<file path="src/rtl/iefb_consts.vh">
`ifndef IEFB_CONSTS_VH
`define IEFB_CONSTS_VH
// register byte addresses (9-bit data address space)
`define IEFB_ADDR_W 9
`define IEFB_ADDR_CTRL_B0 9'h00b
`define IEFB_ADDR_CTRL_B1 9'h08b
`define IEFB_ADDR_PIE 9'h08c
`define IEFB_ADDR_ISTAT 9'h0f0
`define IEFB_ADDR_IMASK 9'h0f1
// control register fields
`define IEFB_CTL_GIE_BIT 7
`define IEFB_CTL_PGE_BIT 6
`define IEFB_CTL_T0E_BIT 5
`define IEFB_CTL_EXE_BIT 4
`define IEFB_CTL_PBE_BIT 3
`define IEFB_CTL_T0F_BIT 2
`define IEFB_CTL_EXF_BIT 1
`define IEFB_CTL_PBF_BIT 0
// peripheral enable: bit 3 unimplemented
`define IEFB_PIE_MASK 8'hf7
`define IEFB_PIE_RST 8'h00
`define IEFB_CTL_RST 7'h00
// reset value of the five enable bits 7 to 3 of the control register
`define IEFB_CTL_EN_RST 5'h00
// event status bits
`define IEFB_EV_W 3
`define IEFB_EV_RST 3'h0
`endif

</file>
<file path="src/rtl/iefb_edge.v">
// change detector on already synchronised bits
module iefb_edge #(
    parameter WIDTH = 1
) (
    // clock and reset
    input wire core_clk_in,
    input wire srst_in,
    // sampled level and edge pulses
    input wire [WIDTH-1:0] level_in,
    output wire [WIDTH-1:0] rise_out,
    output wire [WIDTH-1:0] fall_out
);
    reg [WIDTH-1:0] prev_q;

    // prev follows level; reset to level would need a port value, so use zero
    // and let the owner ignore the first four cycles after reset
    always @(posedge core_clk_in) begin
        if (srst_in) begin
            prev_q <= {WIDTH{1'b0}};
        end else begin
            prev_q <= level_in;
        end
    end

    assign rise_out = level_in & ~prev_q;
    assign fall_out = ~level_in & prev_q;
endmodule

</file>
<file path="src/rtl/iefb_irq_bank.v">
// The plain strobed port was decided locally.
`include "iefb_consts.vh"
// Function
// the control register answers at both bank addresses and both reach one storage.
// control bit 7 is the global enable and with it clear no request reaches the cpu.
// control bit 2 sets on a timer0 overflow and holds until software writes it zero.
// control bit 1 sets on an external pin event and holds until software clears it.
// control bit 0 sets when any upper port-b pin changes and holds until written zero.
// reset clears control bits 7 to 1 and leaves the port-change flag undefined.
// the peripheral enable register sits at one address in the second bank only.
// the peripheral enable register holds seven source enables, all cleared at reset.
// peripheral enable bit 3 is unimplemented, reads zero and ignores writes.
// every flag sets on its condition regardless of its enable and the global enable.
// the pin flag follows a rising edge when edge select is one, else a falling edge.
// each peripheral enable pairs with the same bit of the peripheral flag register.
// control bits 6 to 3 are peripheral group, timer0, pin and port-change enables.
// the request needs the global enable and an enabled core flag or peripheral flag.
module iefb_irq_bank (
    // clock and reset
    input wire core_clk_in,
    input wire srst_in,
    // register port
    input wire [`IEFB_ADDR_W-1:0] reg_addr_in,
    input wire [7:0] reg_wdata_in,
    input wire reg_wr_in,
    input wire reg_rd_in,
    output reg [7:0] reg_rdata_out,
    // event sources
    input wire timer0_overflow_in,
    input wire ext_irq_pin_in,
    input wire [3:0] portb_upper_pins_in,
    input wire ext_edge_select_in,
    input wire [7:0] peripheral_irq_flags_in,
    // interrupt outputs
    output reg cpu_irq_req_out,
    output reg evt_irq_out
);
    // ****************************************************************
    // synchronisers and edge detection
    // ****************************************************************
    wire ext_pin_s;
    wire [3:0] portb_s;
    wire ext_rise;
    wire ext_fall;
    wire [3:0] pb_rise;
    wire [3:0] pb_fall;
    reg edge_armed_q;

    iefb_sync2 #(
        .WIDTH(5)
    ) u_sync (
        .core_clk_in(core_clk_in),
        .srst_in(srst_in),
        .async_in({ext_irq_pin_in, portb_upper_pins_in}),
        .sync_out({ext_pin_s, portb_s})
    );

    iefb_edge #(
        .WIDTH(5)
    ) u_edge (
        .core_clk_in(core_clk_in),
        .srst_in(srst_in),
        .level_in({ext_pin_s, portb_s}),
        .rise_out({ext_rise, pb_rise}),
        .fall_out({ext_fall, pb_fall})
    );

    // edge history is meaningless until the sync chain has filled
    reg [1:0] arm_cnt_q;
    always @(posedge core_clk_in) begin
        if (srst_in) begin
            arm_cnt_q <= 2'h0;
            edge_armed_q <= 1'b0;
        end else begin
            if (arm_cnt_q != 2'h3) begin
                arm_cnt_q <= arm_cnt_q + 2'h1;
            end
            edge_armed_q <= (arm_cnt_q == 2'h3);
        end
    end

    // edge select is a same-domain level from the option register
    wire ext_event = edge_armed_q &
        (ext_edge_select_in ? ext_rise : ext_fall);
    wire pb_event = edge_armed_q & (|(pb_rise | pb_fall));

    // ****************************************************************
    // address decode
    // ****************************************************************
    wire hit_ctrl = (reg_addr_in == `IEFB_ADDR_CTRL_B0) ||
        (reg_addr_in == `IEFB_ADDR_CTRL_B1);
    wire hit_pie = (reg_addr_in == `IEFB_ADDR_PIE);
    wire hit_stat = (reg_addr_in == `IEFB_ADDR_ISTAT);
    wire hit_mask = (reg_addr_in == `IEFB_ADDR_IMASK);
    wire wr_ctrl = reg_wr_in & hit_ctrl;

    // ****************************************************************
    // control register
    // ****************************************************************
    reg [7:3] ctl_en_q;
    reg t0_flag_q;
    reg ext_flag_q;
    reg pb_flag_q;
    reg [7:3] ctl_en_d;
    reg t0_flag_d;
    reg ext_flag_d;
    reg pb_flag_d;

    // a write lands first, then a same-cycle event sets over it, so no event is lost
    always @* begin
        ctl_en_d = ctl_en_q;
        t0_flag_d = t0_flag_q;
        ext_flag_d = ext_flag_q;
        pb_flag_d = pb_flag_q;
        if (wr_ctrl) begin
            ctl_en_d = reg_wdata_in[7:3];
            t0_flag_d = reg_wdata_in[`IEFB_CTL_T0F_BIT];
            ext_flag_d = reg_wdata_in[`IEFB_CTL_EXF_BIT];
            pb_flag_d = reg_wdata_in[`IEFB_CTL_PBF_BIT];
        end
        if (timer0_overflow_in) begin
            t0_flag_d = 1'b1;
        end
        if (ext_event) begin
            ext_flag_d = 1'b1;
        end
        if (pb_event) begin
            pb_flag_d = 1'b1;
        end
    end

    // port-change flag has no reset term: it powers up unknown
    always @(posedge core_clk_in) begin
        pb_flag_q <= pb_flag_d;
        if (srst_in) begin
            ctl_en_q <= `IEFB_CTL_EN_RST;
            t0_flag_q <= 1'b0;
            ext_flag_q <= 1'b0;
        end else begin
            ctl_en_q <= ctl_en_d;
            t0_flag_q <= t0_flag_d;
            ext_flag_q <= ext_flag_d;
        end
    end

    wire [7:0] ctl_rd = {ctl_en_q, t0_flag_q, ext_flag_q, pb_flag_q};

    // ****************************************************************
    // peripheral enable register
    // ****************************************************************
    reg [7:0] pie_q;
    always @(posedge core_clk_in) begin
        if (srst_in) begin
            pie_q <= `IEFB_PIE_RST;
        end else if (reg_wr_in && hit_pie) begin
            pie_q <= reg_wdata_in & `IEFB_PIE_MASK;
        end
    end

    // ****************************************************************
    // event status (sticky, write one to clear) and mask (plain write)
    // ****************************************************************
    reg [`IEFB_EV_W-1:0] ev_stat_q;
    reg [`IEFB_EV_W-1:0] ev_mask_q;
    wire [`IEFB_EV_W-1:0] ev_set = {timer0_overflow_in, ext_event, pb_event};
    wire [`IEFB_EV_W-1:0] ev_clr = (reg_wr_in && hit_stat) ?
        reg_wdata_in[`IEFB_EV_W-1:0] : `IEFB_EV_RST;

    // set beats clear in the same cycle
    always @(posedge core_clk_in) begin
        if (srst_in) begin
            ev_stat_q <= `IEFB_EV_RST;
            ev_mask_q <= `IEFB_EV_RST;
        end else begin
            ev_stat_q <= (ev_stat_q & ~ev_clr) | ev_set;
            if (reg_wr_in && hit_mask) begin
                ev_mask_q <= reg_wdata_in[`IEFB_EV_W-1:0];
            end
        end
    end

    // ****************************************************************
    // request combine
    // ****************************************************************
    // peripheral flags come from same-clock logic, no sync needed
    wire core_req = (ctl_en_q[`IEFB_CTL_T0E_BIT] & t0_flag_q) |
        (ctl_en_q[`IEFB_CTL_EXE_BIT] & ext_flag_q) |
        (ctl_en_q[`IEFB_CTL_PBE_BIT] & pb_flag_q === 1'b1);
    wire peri_req = ctl_en_q[`IEFB_CTL_PGE_BIT] &
        (|(pie_q & peripheral_irq_flags_in & `IEFB_PIE_MASK));

    // registered so the cpu sees a glitch-free level, one cycle late
    always @(posedge core_clk_in) begin
        if (srst_in) begin
            cpu_irq_req_out <= 1'b0;
            evt_irq_out <= 1'b0;
        end else begin
            cpu_irq_req_out <= ctl_en_q[`IEFB_CTL_GIE_BIT] &
                (core_req | peri_req);
            evt_irq_out <= |(ev_stat_q & ev_mask_q);
        end
    end

    // ****************************************************************
    // read path
    // ****************************************************************
    // unmapped addresses read zero; data valid only the cycle after the strobe
    always @(posedge core_clk_in) begin
        if (srst_in) begin
            reg_rdata_out <= 8'h00;
        end else if (reg_rd_in) begin
            if (hit_ctrl) begin
                reg_rdata_out <= ctl_rd;
            end else if (hit_pie) begin
                reg_rdata_out <= pie_q;
            end else if (hit_stat) begin
                reg_rdata_out <= {5'h00, ev_stat_q};
            end else if (hit_mask) begin
                reg_rdata_out <= {5'h00, ev_mask_q};
            end else begin
                reg_rdata_out <= 8'h00;
            end
        end else begin
            reg_rdata_out <= 8'h00;
        end
    end
endmodule

</file>
<file path="src/rtl/iefb_sync2.v">
// two-flop synchroniser, one per pin bit
module iefb_sync2 #(
    parameter WIDTH = 1
) (
    // clock and reset
    input wire core_clk_in,
    input wire srst_in,
    // async in, synced out
    input wire [WIDTH-1:0] async_in,
    output reg [WIDTH-1:0] sync_out
);
    reg [WIDTH-1:0] meta_q;

    // first stage feeds only the second stage
    always @(posedge core_clk_in) begin
        if (srst_in) begin
            meta_q <= {WIDTH{1'b0}};
            sync_out <= {WIDTH{1'b0}};
        end else begin
            meta_q <= async_in;
            sync_out <= meta_q;
        end
    end
endmodule

</file>
<file path="config.mk">
export PLATFORM = sky130hd
export DESIGN_NAME = iefb_irq_bank
export DESIGN_NICKNAME = d
export VERILOG_FILES = /design/src/rtl/iefb_edge.v /design/src/rtl/iefb_irq_bank.v /design/src/rtl/iefb_sync2.v
export VERILOG_INCLUDE_DIRS = /design/src /design/src/rtl
export SDC_FILE = /design/constraint.sdc
export NUM_CORES = 1
export LEC_CHECK = 0
export ABC_AREA = 0
export BUFFER_PORTS_ARGS = -buffer_cell sky130_fd_sc_hd__buf_2
export CORE_MARGIN = 2
export CORE_UTILIZATION = 30
export DETAILED_ROUTE_END_ITERATION = 7
export SLEW_MARGIN = 20
export SYNTH_ARGS = -nofsm -noshare
export SYNTH_HDL_FRONTEND = slang
export SYNTH_SLANG_ARGS = --single-unit
</file>
<file path="constraint.sdc">
create_clock -name core_clk_in -period 1.45 [get_ports core_clk_in]
set_clock_uncertainty 0.1 [all_clocks]
set_input_delay 0.2175 -clock core_clk_in [delete_from_list [all_inputs] [get_ports core_clk_in]]
set_output_delay 0.2175 -clock core_clk_in [all_outputs]
set_load 0.1 [all_outputs]
</file>
==> summary by stage <==
GRT
The number of antenna violations at the first check in global routing is 0. The pin count of the biggest net entering global routing is about 40. In the global route stage, overall resource usage came out at 0.109. The via count of the first global-routing pass is 1223.

The global-route wire length before repair is approximately 5.6 mm. The total overflow left after global routing is 0.

CTS
The number of instances resized during post-cts repair is 0. The clock input transition at the sequential cells of the worst setup and hold paths is 0.08 ns. The tree is rooted in a clkbuf_8. The setup fix buffers added after clock tree synthesis is 0. The number of buffers inserted by hold repair at cts is 0. The TritonCTS clock tree is built. The maximum level of the CTS H-tree is 2.

The total number of clock tree sinks is 49. In this run the deepest clock path goes through 2 buffers. Buffers inserted during clock tree synthesis total 5. The clock latency on the worst-skew pair is 0.29 ns.

Layout
The number of antenna cells inserted is 0. After the flow finishes, the layout carries non-filler instances totaling ~300. The final cell area excluding filler cells is between 0.002 and 0.0025 sq mm. In the final layout, the share of cells above drive strength 1 is 0.301. The area growth from synthesis to layout is 23.8%. The number of nets in the final layout is between 200 and 300.

Die
The die outline area is 0.00679 sq mm. The height of the chip is between 80 and 90 um. In this run the count of I/O pins placed on the die edge is 46. In this run the core area contains 28 standard-cell rows. For this configuration, the core starts out at a cell density of 0.311. The region available for standard cell placement spans between 0.005 and 0.006 sq mm. The die span in x is 82.4 um.

Drt
The number of vias per cell after detailed routing is around 4.5. For this run, design rule violations remaining after detail routing come to 0. The total number of vias is 1361.

In this run the remaining antenna-violating nets after routing total 0. The number of iterations in the first detailed-routing pass is 4. The wire length per cell after detailed routing is 11.7 um. The detailed router finished its first iteration with a little under 90 violations. The total length of routed wires is about 3.5 mm.

STA
Setup violations remaining at the end of the flow were counted as 0. For the pin with the worst max-slew slack, the measured transition is roughly 0.49 ns. The final-report max-slew violation count is 0. Summed over all failing endpoints, the final setup total negative slack is 0 ns.

The highest clock frequency the design can meet is 751 MHz. The routed design could run at a clock period as short as 1.33 ns. Dividing the final minimum period by the clock period gives 0.919. Measured against its own limit, the worst slew margin works out to 0.679. Setup repair after global routing left no endpoint under its margin.

The number of hold-slack violations in the final timing report is 0.

Setup path
For the worst setup path, the data required time is between 1 and 1.5 ns. The worst setup slack for register-to-register paths is 0.15 ns. STA classifies the critical path endpoint as a primary output. The worst setup path is launched from a flop. The largest fanout on the critical path is 1.

The cell type of the slowest stage on the worst timing path is buf_2. The largest single stage delay on the critical path is 0.41 ns. Traced cell by cell, the critical path runs through buf_2. Counting both buffers and inverters, the worst setup path holds a total of 1.

Broken down by cell family, the worst path's largest delay share belongs to buffers and inverters. The critical path is of the reg2out type. The worst path arrival time is 1.01 ns.

Synth
The post-synthesis sequential element count is ~50. The commonest cells after synthesis are dfxtp_1, nor2_1, mux2i_1. During synthesis, Yosys emitted a total of 0 warnings. In this run the cell area of the synthesized design comes to ~0.0018 sq mm.

The number of different library cells used by synthesis comes to 36. The number of enable-type register cells in the synthesized netlist is 0. When the netlist entered floorplanning its net count stood at around 210.

In the post-synthesis netlist, the biggest area contributors are dfxtp_1, mux2i_1, nor2b_1, nor2_1, xor2_1. The post-synthesis sequential area ratio is 0.532. The library cell with the highest instance count after synthesis is dfxtp_1.

The gate count after technology mapping is 172. The average instance in the mapped netlist occupies roughly 11 sq um. In the synthesized netlist the async set-or-reset flop fraction comes to 0. The most used flip-flop cell after synthesis is dfxtp_1. Of the post-synthesis cell area, the dominant cell type holds 0.532. The cell type with the highest aggregate area in the netlist is dfxtp_1.

Placement
The HPWL after detailed placement is 2.65 mm. The instance area after placement is 0.00221 sq mm. Including well taps, the total number of placed cells is ~300.

The total of buffers placed on input and output ports is 44. The placer congestion estimate is around 0.7.

Job
Across the run, the number of max-cap violations was 0.

Pwr
The peak ir drop on the vdd network is about 0.00044 V. Dividing total power by cell area gives a power density of around 1000 mW/mm^2. The analysis attributes to cell leakage a power of ~0.0011 uW.

Hold path
The type of the worst min-delay path is in2reg.

Run status
The flow ran to the end, and the final reports show no timing, DRC or antenna violations.
layout by cell type (no fill, tap or decap):
cell / instances
buf_2: 44
a211oi_1: 1
nand3_1: 1
a22oi_1: 5
nor3_1: 2
dfxtp_1: 49
and4_1: 1
nor4b_4: 1
buf_4: 10
nand3_2: 1
nand2b_1: 1
nor2b_2: 1
ha_1: 1
a222oi_1: 3
clkinv_2: 1
clkbuf_8: 5
xor2_1: 5
inv_1: 2
and4bb_4: 1
nand4_2: 1
nor2b_1: 19
nor3b_2: 1
o21ai_0: 3
nor3b_1: 2
o22ai_1: 3
nand4_1: 2
and2_0: 1
nand2_1: 3
and2_1: 2
and3_2: 2
o211ai_1: 1
o41ai_1: 1
and3b_1: 1
a21oi_1: 4
mux2i_1: 20
a22o_1: 4
nor2_1: 21
routing by layer:
metal,track usage,vias to the layer above,routed length (um)
li1,-,713,-
met4,0.0300,0,48
met1,0.140,605,1700
met2,0.173,37,1530
met5,0,-,0
met3,0.0359,6,247
final timing paths:
path	startpoint	to	depth (start not counted)
setup / recovery	reg_rdata_out[2]$_SDFF_PP0_	reg_rdata_out[2]	1
hold / removal	ext_irq_pin_in	u_sync.meta_q[4]$_SDFF_PP0_	2
setup reg to reg	u_sync.sync_out[1]$_SDFF_PP0_	pb_flag_q$_SDFFE_PP1P_	3
hold reg to reg	u_sync.meta_q[1]$_SDFF_PP0_	u_sync.sync_out[1]$_SDFF_PP0_	1
state kept, by name (all words and copies together) (netlist names), 3 cells and up:
signal / count
ctl_en_q: 5
reg_rdata_out: 8
u_sync.meta_q: 5
ev_stat_q: 3
u_sync.sync_out: 5
pie_q: 7
u_edge.prev_q: 5
ev_mask_q: 3
cell type report:
cell class                      instances  area [sq um]
Sequential cell                        49           981
Fill cell                             605          3640
Clock buffer                            5          68.8
Inverter                                2          7.51
Multi-Input combinational cell        115           830
Tap cell                               75          93.8
Timing Repair Buffer                   54           295
Clock inverter                          1          5.00
kinds of logic (layout without fill, tap and decap cells):
group | Yosys count | in the layout | share of synthesized area
flops | 49 | 49 | 0.532
simple gates | 64 | 64 | 0.213
fa+ha+maj | 1 | 1 | 0.00679
mux | 20 | 20 | 0.109
xor+xnor | 5 | 5 | 0.0238
compound gates | 25 | 25 | 0.0978
buf+inv | 8 | 62 | 0.0177
power breakdown:
part           switching [uW]  internal, uW
logic                    81.9          89.1
registers                21.6          1380
clock network             393           318
metrics by stage:
stage	util	setup slack (ns)	hold WS [ns]	power, uW
2_1_floorplan	-	0.104	0.246	1530
3_3_place_gp	0.373	-0.0346	0.317	1610
3_5_place_dp	0.373	-0.0613	0.326	1610
4_1_cts	0.385	0.100	0.0253	2330
5_1_grt	0.385	0.0647	0.0283	2420
6_report	0.385	0.118	0.0336	2290
(Power assumes the default switching activity.)
